**config.mk**
```make
export PLATFORM = sky130hd
export DESIGN_NAME = scp_port
export DESIGN_NICKNAME = d
export VERILOG_FILES = /design/src/scp_pkg.sv /design/src/scp_port.sv
export SDC_FILE = /design/constraint.sdc
export NUM_CORES = 1
export LEC_CHECK = 0
export ABC_AREA = 1
export BUFFER_PORTS_ARGS = -buffer_cell sky130_fd_sc_hd__clkbuf_2
export CAP_MARGIN = 20
export CORE_MARGIN = 3
export CORE_UTILIZATION = 45
export CTS_BUF_LIST = sky130_fd_sc_hd__clkbuf_16
export DETAILED_ROUTE_END_ITERATION = 7
export GPL_ROUTABILITY_DRIVEN = 0
export SETUP_SLACK_MARGIN = 0.5
export SLEW_MARGIN = 40
export SYNTH_ARGS = -nofsm -noshare
export SYNTH_HDL_FRONTEND = slang
export SYNTH_SLANG_ARGS = --single-unit
export TNS_END_PERCENT = 5
```
**constraint.sdc**
```tcl
create_clock -name SYS_CLK -period 3.65 [get_ports SYS_CLK]
set_input_delay 0.365 -clock SYS_CLK [delete_from_list [all_inputs] [get_ports SYS_CLK]]
set_output_delay 0.365 -clock SYS_CLK [all_outputs]
set_load 0.02 [all_outputs]
```
**src/scp_pkg.sv**
```systemverilog
// package for the serial configuration port: constants, fields and states
// Operation
// - first eight rising edges shift instruction byte
// - decode direction, byte count, start address
// - select high then low restarts instruction phase
// - aborted partial byte writes nothing
// - data phase moves one to four bytes
// - write lands at each byte's last bit
// - shared pin or separate in/out pins
// - msb first or lsb first ordering
// - every register readable and writable
// - bit7 read, bits6-5 count, bits4-0 address
// - sample on rising, drive on falling
// - address decrements msb first, increments lsb first
// - outputs released while select high
package scp_pkg;
   localparam int ADDR_W      = 5;      // register address width
   localparam int NUM_REGS    = 32;     // registers reachable
   localparam int CMD_RD_BIT  = 7;      // read/write bit position
   localparam int CMD_CNT_HI  = 6;      // byte_count_hi position
   localparam int CMD_CNT_LO  = 5;      // byte_count_lo position
   localparam int CMD_ADR_HI  = 4;      // top address bit
   localparam int CFG_REG     = 0;      // register holding port config
   localparam int CFG_BIDIR   = 7;      // bidir_pin_select bit
   localparam int CFG_LSB     = 6;      // bit_order_select bit
   localparam logic [7:0] REG_RESET = 8'h00; // reset value of every register
   localparam logic [2:0] BIT_LAST  = 3'h7;  // last bit index in a byte
   typedef enum logic [1:0] {
      SCP_IDLE = 2'b00,   // select high, waiting
      SCP_INSTR = 2'b01,  // shifting instruction byte
      SCP_DATA = 2'b10,   // moving data bytes
      SCP_DONE = 2'b11    // all bytes moved, ignore further edges
   } scp_state_t;
endpackage

```
**src/scp_port.sv**
```systemverilog
// serial configuration port with register array, sampled serial clock
`timescale 1ns/1ps
`default_nettype none
module scp_port #(
   parameter int NREG = scp_pkg::NUM_REGS // number of registers
) (
   input  wire logic       SYS_CLK,        // system clock
   input  wire logic       RESET,          // synchronous active high reset
   input  wire logic       SCLK,           // serial clock pin
   input  wire logic       PORT_SELECT_N,  // active low frame select
   input  wire logic       SDIO_IN,        // shared data pin, input side
   output logic            SDIO_OUT,       // shared data pin, output value
   output logic            SDIO_OE,        // shared data pin, drive enable
   output logic            SERIAL_DATA_OUT,    // dedicated output pin value
   output logic            SERIAL_DATA_OUT_OE, // dedicated output drive enable
   output logic            BIDIR_PIN_SELECT,   // config: shared pin mode
   output logic            BIT_ORDER_SELECT,   // config: lsb first
   output logic [7:0]      WR_DATA,        // last written byte
   output logic [4:0]      WR_ADDR,        // last written address
   output logic            WR_STROBE       // one cycle per written byte
);
   // refuse register counts that the 5-bit address cannot serve
   if (NREG < 1 || NREG > scp_pkg::NUM_REGS) begin : g_nreg_bad
      $error("NREG must be 1..32");
   end
   // three-stage samplers; stage 1 feeds only stage 2
   logic [2:0] sclk_sync_reg, sel_sync_reg, din_sync_reg; // samplers
   logic sclk_lvl_reg, sel_lvl_reg;                        // accepted levels
   always_ff @(posedge SYS_CLK) begin
      if (RESET) begin
         sclk_sync_reg <= 3'h0;
         sel_sync_reg  <= 3'h7;
         din_sync_reg  <= 3'h0;
      end else begin
         sclk_sync_reg <= {sclk_sync_reg[1:0], SCLK};
         sel_sync_reg  <= {sel_sync_reg[1:0], PORT_SELECT_N};
         din_sync_reg  <= {din_sync_reg[1:0], SDIO_IN};
      end
   end
   // a level change is accepted once stages 2 and 3 agree
   wire sclk_agree = sclk_sync_reg[1] == sclk_sync_reg[2];
   wire sel_agree  = sel_sync_reg[1] == sel_sync_reg[2];
   wire sclk_next  = sclk_agree ? sclk_sync_reg[2] : sclk_lvl_reg;
   wire sel_next   = sel_agree ? sel_sync_reg[2] : sel_lvl_reg;
   always_ff @(posedge SYS_CLK) begin
      if (RESET) begin
         sclk_lvl_reg <= 1'b0;
         sel_lvl_reg  <= 1'b1;
      end else begin
         sclk_lvl_reg <= sclk_next;
         sel_lvl_reg  <= sel_next;
      end
   end
   wire rise     = sclk_next & ~sclk_lvl_reg; // sample edge
   wire fall     = ~sclk_next & sclk_lvl_reg; // drive edge
   wire sel_act  = ~sel_lvl_reg;
   wire din      = din_sync_reg[2];           // data aligned with sclk path

   // register array; every entry readable and writable
   logic [7:0] regs_reg [NREG];
   scp_pkg::scp_state_t state_reg, state_next; // sequencer
   logic [7:0] shift_reg;         // incoming bits
   logic [2:0] bitcnt_reg;        // bit within current byte
   logic [1:0] bytes_left_reg;    // remaining data bytes minus one
   logic       rd_reg;            // current cycle is a read
   logic [4:0] addr_reg;          // current register address
   logic [7:0] tx_reg;            // outgoing byte
   logic       dout_reg;          // outgoing bit, changes on fall
   logic       out_en_reg;        // output window active

   wire cfg_lsb   = regs_reg[scp_pkg::CFG_REG][scp_pkg::CFG_LSB];
   wire cfg_bidir = regs_reg[scp_pkg::CFG_REG][scp_pkg::CFG_BIDIR];
   // byte assembled including current bit, honouring order
   wire [7:0] byte_in = cfg_lsb ? {din, shift_reg[7:1]} : {shift_reg[6:0], din};
   wire last_bit  = bitcnt_reg == scp_pkg::BIT_LAST;
   wire byte_done = rise & last_bit;
   // next address: msb first counts down, lsb first counts up
   wire [4:0] addr_step = cfg_lsb ? addr_reg + 5'h01 : addr_reg - 5'h01;
   wire [4:0] ins_addr  = byte_in[scp_pkg::CMD_ADR_HI:0];
   wire       wr_fire   = (state_reg == scp_pkg::SCP_DATA) & byte_done & ~rd_reg
                          & sel_act;
   function automatic logic [7:0] rd_reg_val(input logic [4:0] a);
      rd_reg_val = (a < NREG) ? regs_reg[a] : 8'h00;
   endfunction

   // sequencer transitions; select high always returns to idle
   always_comb begin
      state_next = state_reg;
      case (state_reg)
         scp_pkg::SCP_IDLE: begin
            if (sel_act) state_next = scp_pkg::SCP_INSTR;
         end
         scp_pkg::SCP_INSTR: begin
            if (byte_done) state_next = scp_pkg::SCP_DATA;
         end
         scp_pkg::SCP_DATA: begin
            // exact byte count then stop
            if (byte_done && bytes_left_reg == 2'h0) state_next = scp_pkg::SCP_DONE;
         end
         scp_pkg::SCP_DONE: state_next = scp_pkg::SCP_DONE;
         default: state_next = scp_pkg::SCP_IDLE;
      endcase
      if (!sel_act) state_next = scp_pkg::SCP_IDLE;
   end

   // shift and decode; partial bytes die with the frame
   always_ff @(posedge SYS_CLK) begin
      if (RESET || !sel_act) begin
         shift_reg  <= 8'h00;
         bitcnt_reg <= 3'h0;
      end else if (rise) begin
         shift_reg  <= byte_in;        // sample on rising edge
         bitcnt_reg <= bitcnt_reg + 3'h1;
      end
   end
   always_ff @(posedge SYS_CLK) begin
      if (RESET) begin
         state_reg      <= scp_pkg::SCP_IDLE;
         rd_reg         <= 1'b0;
         addr_reg       <= 5'h00;
         bytes_left_reg <= 2'h0;
      end else begin
         state_reg <= state_next;
         if (state_reg == scp_pkg::SCP_INSTR && byte_done && sel_act) begin
            // decode direction, count, address
            rd_reg         <= byte_in[scp_pkg::CMD_RD_BIT];
            bytes_left_reg <= byte_in[scp_pkg::CMD_CNT_HI:scp_pkg::CMD_CNT_LO];
            addr_reg       <= ins_addr;
         end else if (state_reg == scp_pkg::SCP_DATA && byte_done) begin
            bytes_left_reg <= bytes_left_reg - 2'h1;
            addr_reg       <= addr_step;
         end
      end
   end
   // write lands with the byte's last bit, not at frame end
   always_ff @(posedge SYS_CLK) begin
      if (RESET) begin
         for (int i = 0; i < NREG; i++) regs_reg[i] <= scp_pkg::REG_RESET;
      end else if (wr_fire && addr_reg < NREG) begin
         regs_reg[addr_reg] <= byte_in;
      end
   end
   always_ff @(posedge SYS_CLK) begin
      if (RESET) begin
         WR_STROBE <= 1'b0;
         WR_DATA   <= 8'h00;
         WR_ADDR   <= 5'h00;
      end else begin
         WR_STROBE <= wr_fire;
         if (wr_fire) begin
            WR_DATA <= byte_in;
            WR_ADDR <= addr_reg;
         end
      end
   end
   // read path: load byte at instruction end and each byte end
   wire tx_first = ~cfg_lsb ? tx_reg[7] : tx_reg[0];
   always_ff @(posedge SYS_CLK) begin
      if (RESET || !sel_act) begin
         tx_reg     <= 8'h00;
         dout_reg   <= 1'b0;
         out_en_reg <= 1'b0;
      end else begin
         if (state_reg == scp_pkg::SCP_INSTR && byte_done) begin
            tx_reg     <= rd_reg_val(ins_addr);
            out_en_reg <= byte_in[scp_pkg::CMD_RD_BIT];
         end else if (state_reg == scp_pkg::SCP_DATA && byte_done) begin
            tx_reg     <= rd_reg_val(addr_step);
            if (bytes_left_reg == 2'h0) out_en_reg <= 1'b0;
         end else if (fall && out_en_reg) begin
            // drive on falling edge, then move to next bit
            dout_reg <= tx_first;
            tx_reg   <= cfg_lsb ? {1'b0, tx_reg[7:1]} : {tx_reg[6:0], 1'b0};
         end
      end
   end
   // pin drivers: released when select high, dedicated pin off in shared mode
   always_ff @(posedge SYS_CLK) begin
      if (RESET) begin
         SDIO_OUT           <= 1'b0;
         SDIO_OE            <= 1'b0;
         SERIAL_DATA_OUT    <= 1'b0;
         SERIAL_DATA_OUT_OE <= 1'b0;
         BIDIR_PIN_SELECT   <= 1'b0;
         BIT_ORDER_SELECT   <= 1'b0;
      end else begin
         SDIO_OUT           <= dout_reg;
         SDIO_OE            <= sel_act & cfg_bidir & out_en_reg & rd_reg;
         SERIAL_DATA_OUT    <= dout_reg;
         SERIAL_DATA_OUT_OE <= sel_act & ~cfg_bidir;
         BIDIR_PIN_SELECT   <= cfg_bidir;
         BIT_ORDER_SELECT   <= cfg_lsb;
      end
   end

   // checks
   instr_len_a: assert property (@(posedge SYS_CLK) disable iff (RESET)
      (state_reg == scp_pkg::SCP_INSTR && byte_done && sel_act)
      |=> state_reg == scp_pkg::SCP_DATA) else $error("instr not 8 bits");
   abort_idle_a: assert property (@(posedge SYS_CLK) disable iff (RESET)
      !sel_act |=> state_reg == scp_pkg::SCP_IDLE) else $error("no restart");
   abort_nowr_a: assert property (@(posedge SYS_CLK) disable iff (RESET)
      !sel_act |=> !WR_STROBE) else $error("write while deselected");
   wr_strobe_a: assert property (@(posedge SYS_CLK) disable iff (RESET)
      wr_fire |=> WR_STROBE && WR_DATA == $past(byte_in)) else $error("write lost");
   hiz_sel_a: assert property (@(posedge SYS_CLK) disable iff (RESET)
      $past(sel_lvl_reg) |-> !SDIO_OE && !SERIAL_DATA_OUT_OE) else $error("drive when off");
   bidir_off_a: assert property (@(posedge SYS_CLK) disable iff (RESET)
      $past(cfg_bidir) |-> !SERIAL_DATA_OUT_OE) else $error("dedicated pin on");
   addr_step_a: assert property (@(posedge SYS_CLK) disable iff (RESET)
      (state_reg == scp_pkg::SCP_DATA && byte_done && sel_act && !cfg_lsb)
      |=> addr_reg == $past(addr_reg) - 5'h01) else $error("msb addr step");
   count_end_a: assert property (@(posedge SYS_CLK) disable iff (RESET)
      (state_reg == scp_pkg::SCP_DATA && byte_done && sel_act && bytes_left_reg == 2'h0)
      |=> state_reg == scp_pkg::SCP_DONE) else $error("byte count");
   decode_a: assert property (@(posedge SYS_CLK) disable iff (RESET)
      (state_reg == scp_pkg::SCP_INSTR && byte_done && sel_act)
      |=> rd_reg == $past(byte_in[7]) && addr_reg == $past(byte_in[4:0]))
      else $error("decode");
   write_c: cover property (@(posedge SYS_CLK) wr_fire);
   read_c:  cover property (@(posedge SYS_CLK) SDIO_OE);
   multi_c: cover property (@(posedge SYS_CLK) wr_fire ##[1:200] wr_fire);
   cut_c:   cover property (@(posedge SYS_CLK) state_reg == scp_pkg::SCP_DATA && !sel_act);
   extra_c: cover property (@(posedge SYS_CLK) state_reg == scp_pkg::SCP_DONE && rise);
endmodule
`default_nettype wire

```
==> flow_summary.json, run 1 <==
{
  "min_path_type": "in2reg",
  "cts_max_level": 2,
  "whs_path_depth": 3,
  "route.vias.total": 15750,
  "rsz0062_at_grt": "yes",
  "cts-root-buf": "clkbuf_16",
  "required_ps": 3830,
  "stdcell_count": 2762,
  "antenna_found_initial": 0,
  "finalCriticalPeriod_ps": 3041,
  "skew_ps": 28.58,
  "timing.critical_path.to_type": "flop",
  "synth_area_leaders": "edfxtp_1, nand3_1, nand2_1, dfxtp_1, nor2_1",
  "io_buffers": 24,
  "synth_edf_count": 256,
  "dieArea_um2": 41200,
  "drive_gt1_share_pct": 8.663,
  "grt_pass1_vias": 14530,
  "clk_pin_slew_worst_paths_ps": 60,
  "ant_nets": 0,
  "tns_ps": 0,
  "yosysMostFrequentCell": "nand2_1",
  "synthDistinctLibCells": 35,
  "initial_core_util_pct": 46.03,
  "crit_path_max_fanout": 15,
  "max_freq_mhz": 328.8,
  "first_pass_iters": 6,
  "clock_sinks": 317,
  "grtUsageTotal_pct": 28.03,
  "synth_top_area_cell": "edfxtp_1",
  "drtIter0Drc": 1962,
  "ios": 25,
  "avgSynthCellArea_um2": 7.764,
  "finalMaxSlewViolations": 0,
  "path_depth": 10,
  "ir_drop_mv": 0.3615,
  "synth_cells": 2249,
  "outcome": "completed",
  "avgRoutedWirePerCell_um": 21.07,
  "synth-seq-area-share_pct": 51.02,
  "critPathKind": "reg2reg",
  "synth_fp_nets": 2261,
  "maxCapViolations": 0,
  "clock_latency_ps": 550,
  "r2r_cells": 10,
  "grt_pass1_wl_mm": 88.58,
  "ys.warnings.count": 0,
  "antenna_cells": 0,
  "grt-ovfl-total": 0,
  "dpl.cell_count": 2699,
  "worst_setup_path_start_kind": "flop",
  "area_delta_synth_final_pct": 12.00,
  "synth_top_area_share_pct": 44.02,
  "vias_per_cell": 5.701,
  "synth-main-ff-cell": "edfxtp_1",
  "die_w_um": 203.0,
  "slowest_stage": "nor3_4",
  "finalSetupViolCount": 0,
  "period_share_pct": 83.32,
  "place_hpwl_mm": 38.01,
  "path_cells": "ha_1 > ha_1 > inv_1 > nor2_2 > nand2_2 > nor3_4 > nand2_4 > nor3_4 > nand2_2 > nand2_1",
  "ys_ff_latch": 317,
  "drc": 0,
  "netlist_area_um2": 17460,
  "power_leakage_nw": 8.076,
  "rows": 71,
  "largest_reg_flops": 256,
  "path_buf_inv": 1,
  "yosys-top-cells-count": "nand2_1, nand3_1, nor2_1",
  "synth_async_sr_flop_share_pct": 0,
  "finalNetCount": 2243,
  "finalHoldViolCount": 0,
  "max_slew_margin_pct": 41.59,
  "cts_tree": "yes",
  "totalWireLength_mm": 58.21,
  "crit_arrival_ps": 3230,
  "clockBufferDepth": 3,
  "grt_max_degree": 95,
  "worst_slew_pin_slew_ps": 876.1,
  "max_stage_delay_ps": 500,
  "cp_top_family": "simple AND/OR/NAND/NOR gates",
  "powerDensity_nw_per_um2": 409.8,
  "die_h_um": 203.0,
  "core_area_um2": 37930,
  "numCtsBuffers": 36
}
final cells by class:
type                            count  area [µm²]
Fill cell                        3655       18380
Tap cell                          511       639.4
Clock inverter                     21       133.9
Timing Repair Buffer               95       873.3
Inverter                          296        1114
Clock buffer                       37       925.9
Multi-Input combinational cell   1485        6959
Sequential cell                   317        8912
layout by cell type, fill, tap and decap left out, types with 3 or more instances in the layout:
cell           count
clkbuf_16         37
nand3_1          354
nand2_1          421
nor2_1           297
a211oi_1           5
inv_2              6
a31oi_1            3
nor3_1             7
a21oi_1          136
o211ai_1          16
nand2_2           29
dfxtp_1           60
dlygate4sd3_1      3
clkbuf_2          24
buf_12            14
inv_1            296
nand3b_1          17
ha_1               6
o22ai_1           11
o21ai_0          151
buf_8              4
nand2_4            3
o21ai_4            8
clkinv_1          10
buf_4             48
nor3_4             5
or2_2              4
edfxtp_1         256
worst min-delay path, stage by stage:
cell and delay (ps):
clkbuf_2 100, buf_4 220, nor2_1 110
worst paths after layout:
kind | start | end | slack [ps]
worst min register to register | din_sync_reg[0] | din_sync_reg[1] | 400
worst max-delay path | bitcnt_reg[0] | regs_reg[4][2] | 610
worst max register to register | bitcnt_reg[0] | regs_reg[4][2] | 610
worst min-delay path | RESET | sclk_sync_reg[0] | 290
per-stage QoR:
step / setup WS, ps / cell area (µm²) / hold slack (ps) / total power [mW] / utilization [%]
after floorplan: 1067 / 17460 / 388.3 / 4.440 / -
after global placement: 340.8 / 18350 / 389.3 / 4.665 / 48.37
after detailed placement: 632.7 / 18440 / 399.0 / 4.677 / 48.62
after CTS: 621.2 / 19530 / 260.1 / 8.059 / 51.49
after global routing: 467.2 / 19560 / 313.0 / 8.266 / 51.56
final: 608.8 / 19560 / 293.8 / 8.015 / 51.56
cells by family (layout without fill, tap and decap cells):
group	after synthesis	after routing	share of synthesized area [%]
and+or+nand+nor	1142	1142	28.37
buffers and inverters	447	449	9.888
AOI/OAI and AO/OA	331	331	9.931
DFF	317	317	51.02
adders and majority gates	7	7	0.5446
xor gates and xnor gates	5	5	0.2508
metal layers:
layer / share of wire (%) / routed length (µm) / GRT usage (%)
met4: 4.7 / 2762 / 12.45
met5: 0 / 0 / 0
met1: 41 / 23940 / 38.56
met2: 46 / 26620 / 44.17
met3: 8.4 / 4877 / 4.185
where the power goes:
group / switching, mW / internal [mW] / leakage [nW] / total [mW]
Combinational: 0.425 / 0.156 / 4.36 / 0.581
Sequential: 0.0462 / 3.99 / 3.16 / 4.04
Clock: 1.44 / 1.96 / 0.557 / 3.40
timing repair:
item	CTS	global route
setup endpoints to repair	0	67
hold endpoints to repair	3	0
buffers inserted	0	2
gates resized for setup	0	3
hold buffers	3	0
No activity file was read; power rests on OpenSTA's default activity.
==> run 2, diff against run 1 <==
--- a/config.mk
+++ b/config.mk
@@ -5,7 +5,7 @@
 export SDC_FILE = /design/constraint.sdc
 export NUM_CORES = 1
 export LEC_CHECK = 0
-export ABC_AREA = 1
+export ABC_AREA = 0
 export BUFFER_PORTS_ARGS = -buffer_cell sky130_fd_sc_hd__clkbuf_2
 export CAP_MARGIN = 20
 export CORE_MARGIN = 3
==> constraint.sdc (replaced) <==
create_clock -name SYS_CLK -period 2.8 [get_ports SYS_CLK]
set_input_delay 0.28 -clock SYS_CLK [delete_from_list [all_inputs] [get_ports SYS_CLK]]
set_output_delay 0.28 -clock SYS_CLK [all_outputs]
set_load 0.02 [all_outputs]
==> run 2 against run 1 <==
  * The flow now finishes with violations (setup timing)
  * Synthesized cell count down 43%
  * Clock power increased by 39%
  * Via count fell by 26%
  * First-iteration DRC count is 30% lower
  * Design area decreased by 1.5%
  * Fmax rose by 4.4%
  * Total power up 35%
==> flow_summary.json, run 2 <==
{
  "required_ps": 3220,
  "area_delta_synth_final_pct": 20.02,
  "timing.critical_path.to_type": "flop",
  "finalSetupViolCount": 7,
  "numCtsBuffers": 37,
  "synth_top_area_cell": "edfxtp_1",
  "worst_setup_path_start_kind": "flop",
  "finalNetCount": 1367,
  "ys.warnings.count": 0,
  "initial_core_util_pct": 45.99,
  "stdcell_count": 1839,
  "yosys-top-cells-count": "nor2_1, edfxtp_1, mux4_2",
  "p_int_mw": 8.329,
  "synth_edf_count": 256,
  "ys_ff_latch": 317,
  "p_comb_share_pct": 5.8,
  "grt_max_degree": 67,
  "netlist_area_um2": 16040,
  "outcome": "finished, violations left",
  "core_area_um2": 34880,
  "ant_nets": 0,
  "synth_fp_nets": 1287,
  "clk_pin_slew_worst_paths_ps": 60,
  "r2r_setup_slack_ps": -110,
  "largest_reg_flops": 256,
  "rsz0062_at_grt": "yes",
  "crit_arrival_ps": 3340,
  "finalMaxSlewViolations": 0,
  "dpl.cell_count": 1763,
  "avgRoutedWirePerCell_um": 26.43,
  "place_hpwl_mm": 34.45,
  "r2r_cells": 8,
  "ir_drop_mv": 0.5064,
  "grt_pass1_vias": 11170,
  "drtIter0Drc": 1370,
  "io_buffers": 24,
  "antenna_cells": 0,
  "die_w_um": 194.8,
  "total_power_mw": 10.80,
  "worst_slew_pin_slew_ps": 838.7,
  "swShare_pct": 22.87,
  "clock_latency_ps": 540,
  "drc": 0,
  "power_leakage_nw": 6.546,
  "clkPwrFrac_pct": 43.6,
  "synthDistinctLibCells": 61,
  "skew_ps": 18.82,
  "die_h_um": 194.8,
  "maxCapViolations": 0,
  "cts_tree": "yes",
  "finalCriticalPeriod_ps": 2914,
  "setup_slack_ps": -114.3,
  "grt-ovfl-total": 0,
  "ios": 25,
  "min_path_type": "in2reg",
  "synth_async_sr_flop_share_pct": 0,
  "hold_ws_ps": 154.5,
  "antenna_found_initial": 0,
  "crit_path_max_fanout": 17,
  "timing.rr.start": "addr_reg[0]",
  "cts-root-buf": "clkbuf_16",
  "max_slew_margin_pct": 43.84,
  "grtUsageTotal_pct": 25.63,
  "period_share_pct": 104.1,
  "vias_per_cell": 6.304,
  "synth-seq-area-share_pct": 55.53,
  "p_sw_mw": 2.469,
  "hold_start": "RESET",
  "synth_top_area_share_pct": 47.91,
  "tns_ps": -680.8,
  "place_area_um2": 17460,
  "clockBufferDepth": 3,
  "violations": "setup timing",
  "pwr-share-seq_pct": 50.5,
  "hold_end": "WR_STROBE",
  "layout_common_cells": "nor2_1, edfxtp_1, mux4_2",
  "cts_max_level": 2,
  "critPathKind": "reg2reg",
  "synth_area_leaders": "edfxtp_1, mux4_2, dfxtp_1, nor2_1, nand2_1",
  "synth-main-ff-cell": "edfxtp_1",
  "dieArea_um2": 37950,
  "first_pass_iters": 5,
  "synth_cells": 1275,
  "finalHoldViolCount": 0,
  "rows": 68,
  "avgSynthCellArea_um2": 12.58,
  "fin_area_um2": 19260,
  "max_freq_mhz": 343.1,
  "r2r-end": "tx_reg[1]",
  "powerDensity_nw_per_um2": 560.8,
  "whs_path_depth": 3,
  "yosysMostFrequentCell": "nor2_1",
  "clock_sinks": 317,
  "route.vias.total": 11590,
  "final_common_cell": "nor2_1",
  "drive_gt1_share_pct": 29.91,
  "grt_pass1_wl_mm": 73.69,
  "totalWireLength_mm": 48.61
}
## run 2: power groups by stage
stage | Combinational (mW) | Sequential [mW] | Clock (mW)
global placement | 0.569 | 5.55 | 0
finish | 0.629 | 5.46 | 4.71
detailed placement | 0.578 | 5.54 | 0
floorplan | 0.429 | 5.43 | 0
CTS | 0.614 | 5.44 | 4.76
global route | 0.662 | 5.46 | 4.95
## run 2: logic make-up after synthesis
| logic type | after synthesis | share of synthesized area, % |
|---|---|---|
| flops | 317 | 55.53 |
| xor+xnor | 7 | 0.3821 |
| mux | 157 | 19.49 |
| buf+inv | 109 | 3.150 |
| fa+ha+maj | 7 | 0.5927 |
| compound gates | 147 | 6.091 |
| simple gates | 531 | 14.77 |
## run 2: how the worst max path moves through the flow
stage,start,end,slack [ps],cells past startpoint
6_report,addr_reg[0],tx_reg[1],-110,8
5_1_grt,addr_reg[0],tx_reg[1],-210,8
4_1_cts,addr_reg[0],tx_reg[1],-70,9
3_5_place_dp,addr_reg[0],tx_reg[6],-140,8
3_3_place_gp,addr_reg[0],tx_reg[6],-120,8
2_1_floorplan,addr_reg[0],tx_reg[6],-230,13
## run 2: through the flow
step | utilization, % | worst slack, ps
final | 55.20 | -114.3
after global routing | 55.20 | -208.3
after CTS | 54.49 | -67.47
after detailed placement | 50.06 | -137.5
after global placement | 50.06 | -119.3
after floorplan | - | -227.9
## run 2: area by class of cell
class | instances | area [µm²]
clock buffers | 39 | 975.9
flip-flops and latches | 317 | 8917
inverters | 10 | 41.29
fillers | 2778 | 15630
repair buffers | 140 | 1280
well taps | 455 | 569.3
clock inverters | 29 | 207.7
multi-input cells | 849 | 7264
## run 2: worst max-delay path: stages (launching register included)
cell and delay (ps):
dfxtp_4 360, clkinvlp_4 100, fa_4 920, buf_12 180, mux4_2 370, mux4_2 530, mux2i_1 150, nand2_1 60
and3_1 140
## run 2: repair_timing
action / CTS / global route
resized for setup: 76 / 40
pin swaps: 1 / 9
hold buffers: 3 / 0
setup buffers: 1 / 3
endpoints found under the setup margin: 264 / 362
cloned: 1 / 0
hold endpoints to repair: 3 / 0
## run 2: layer usage
layer | vias to the layer above | track usage, % | part of all wire [%]
li1 | 4936 | - | -
met1 | 5773 | 37.35 | 40
met2 | 781 | 38.29 | 45
met3 | 103 | 5.547 | 11
met4 | 0 | 9.242 | 3.8
met5 | - | 0 | 0
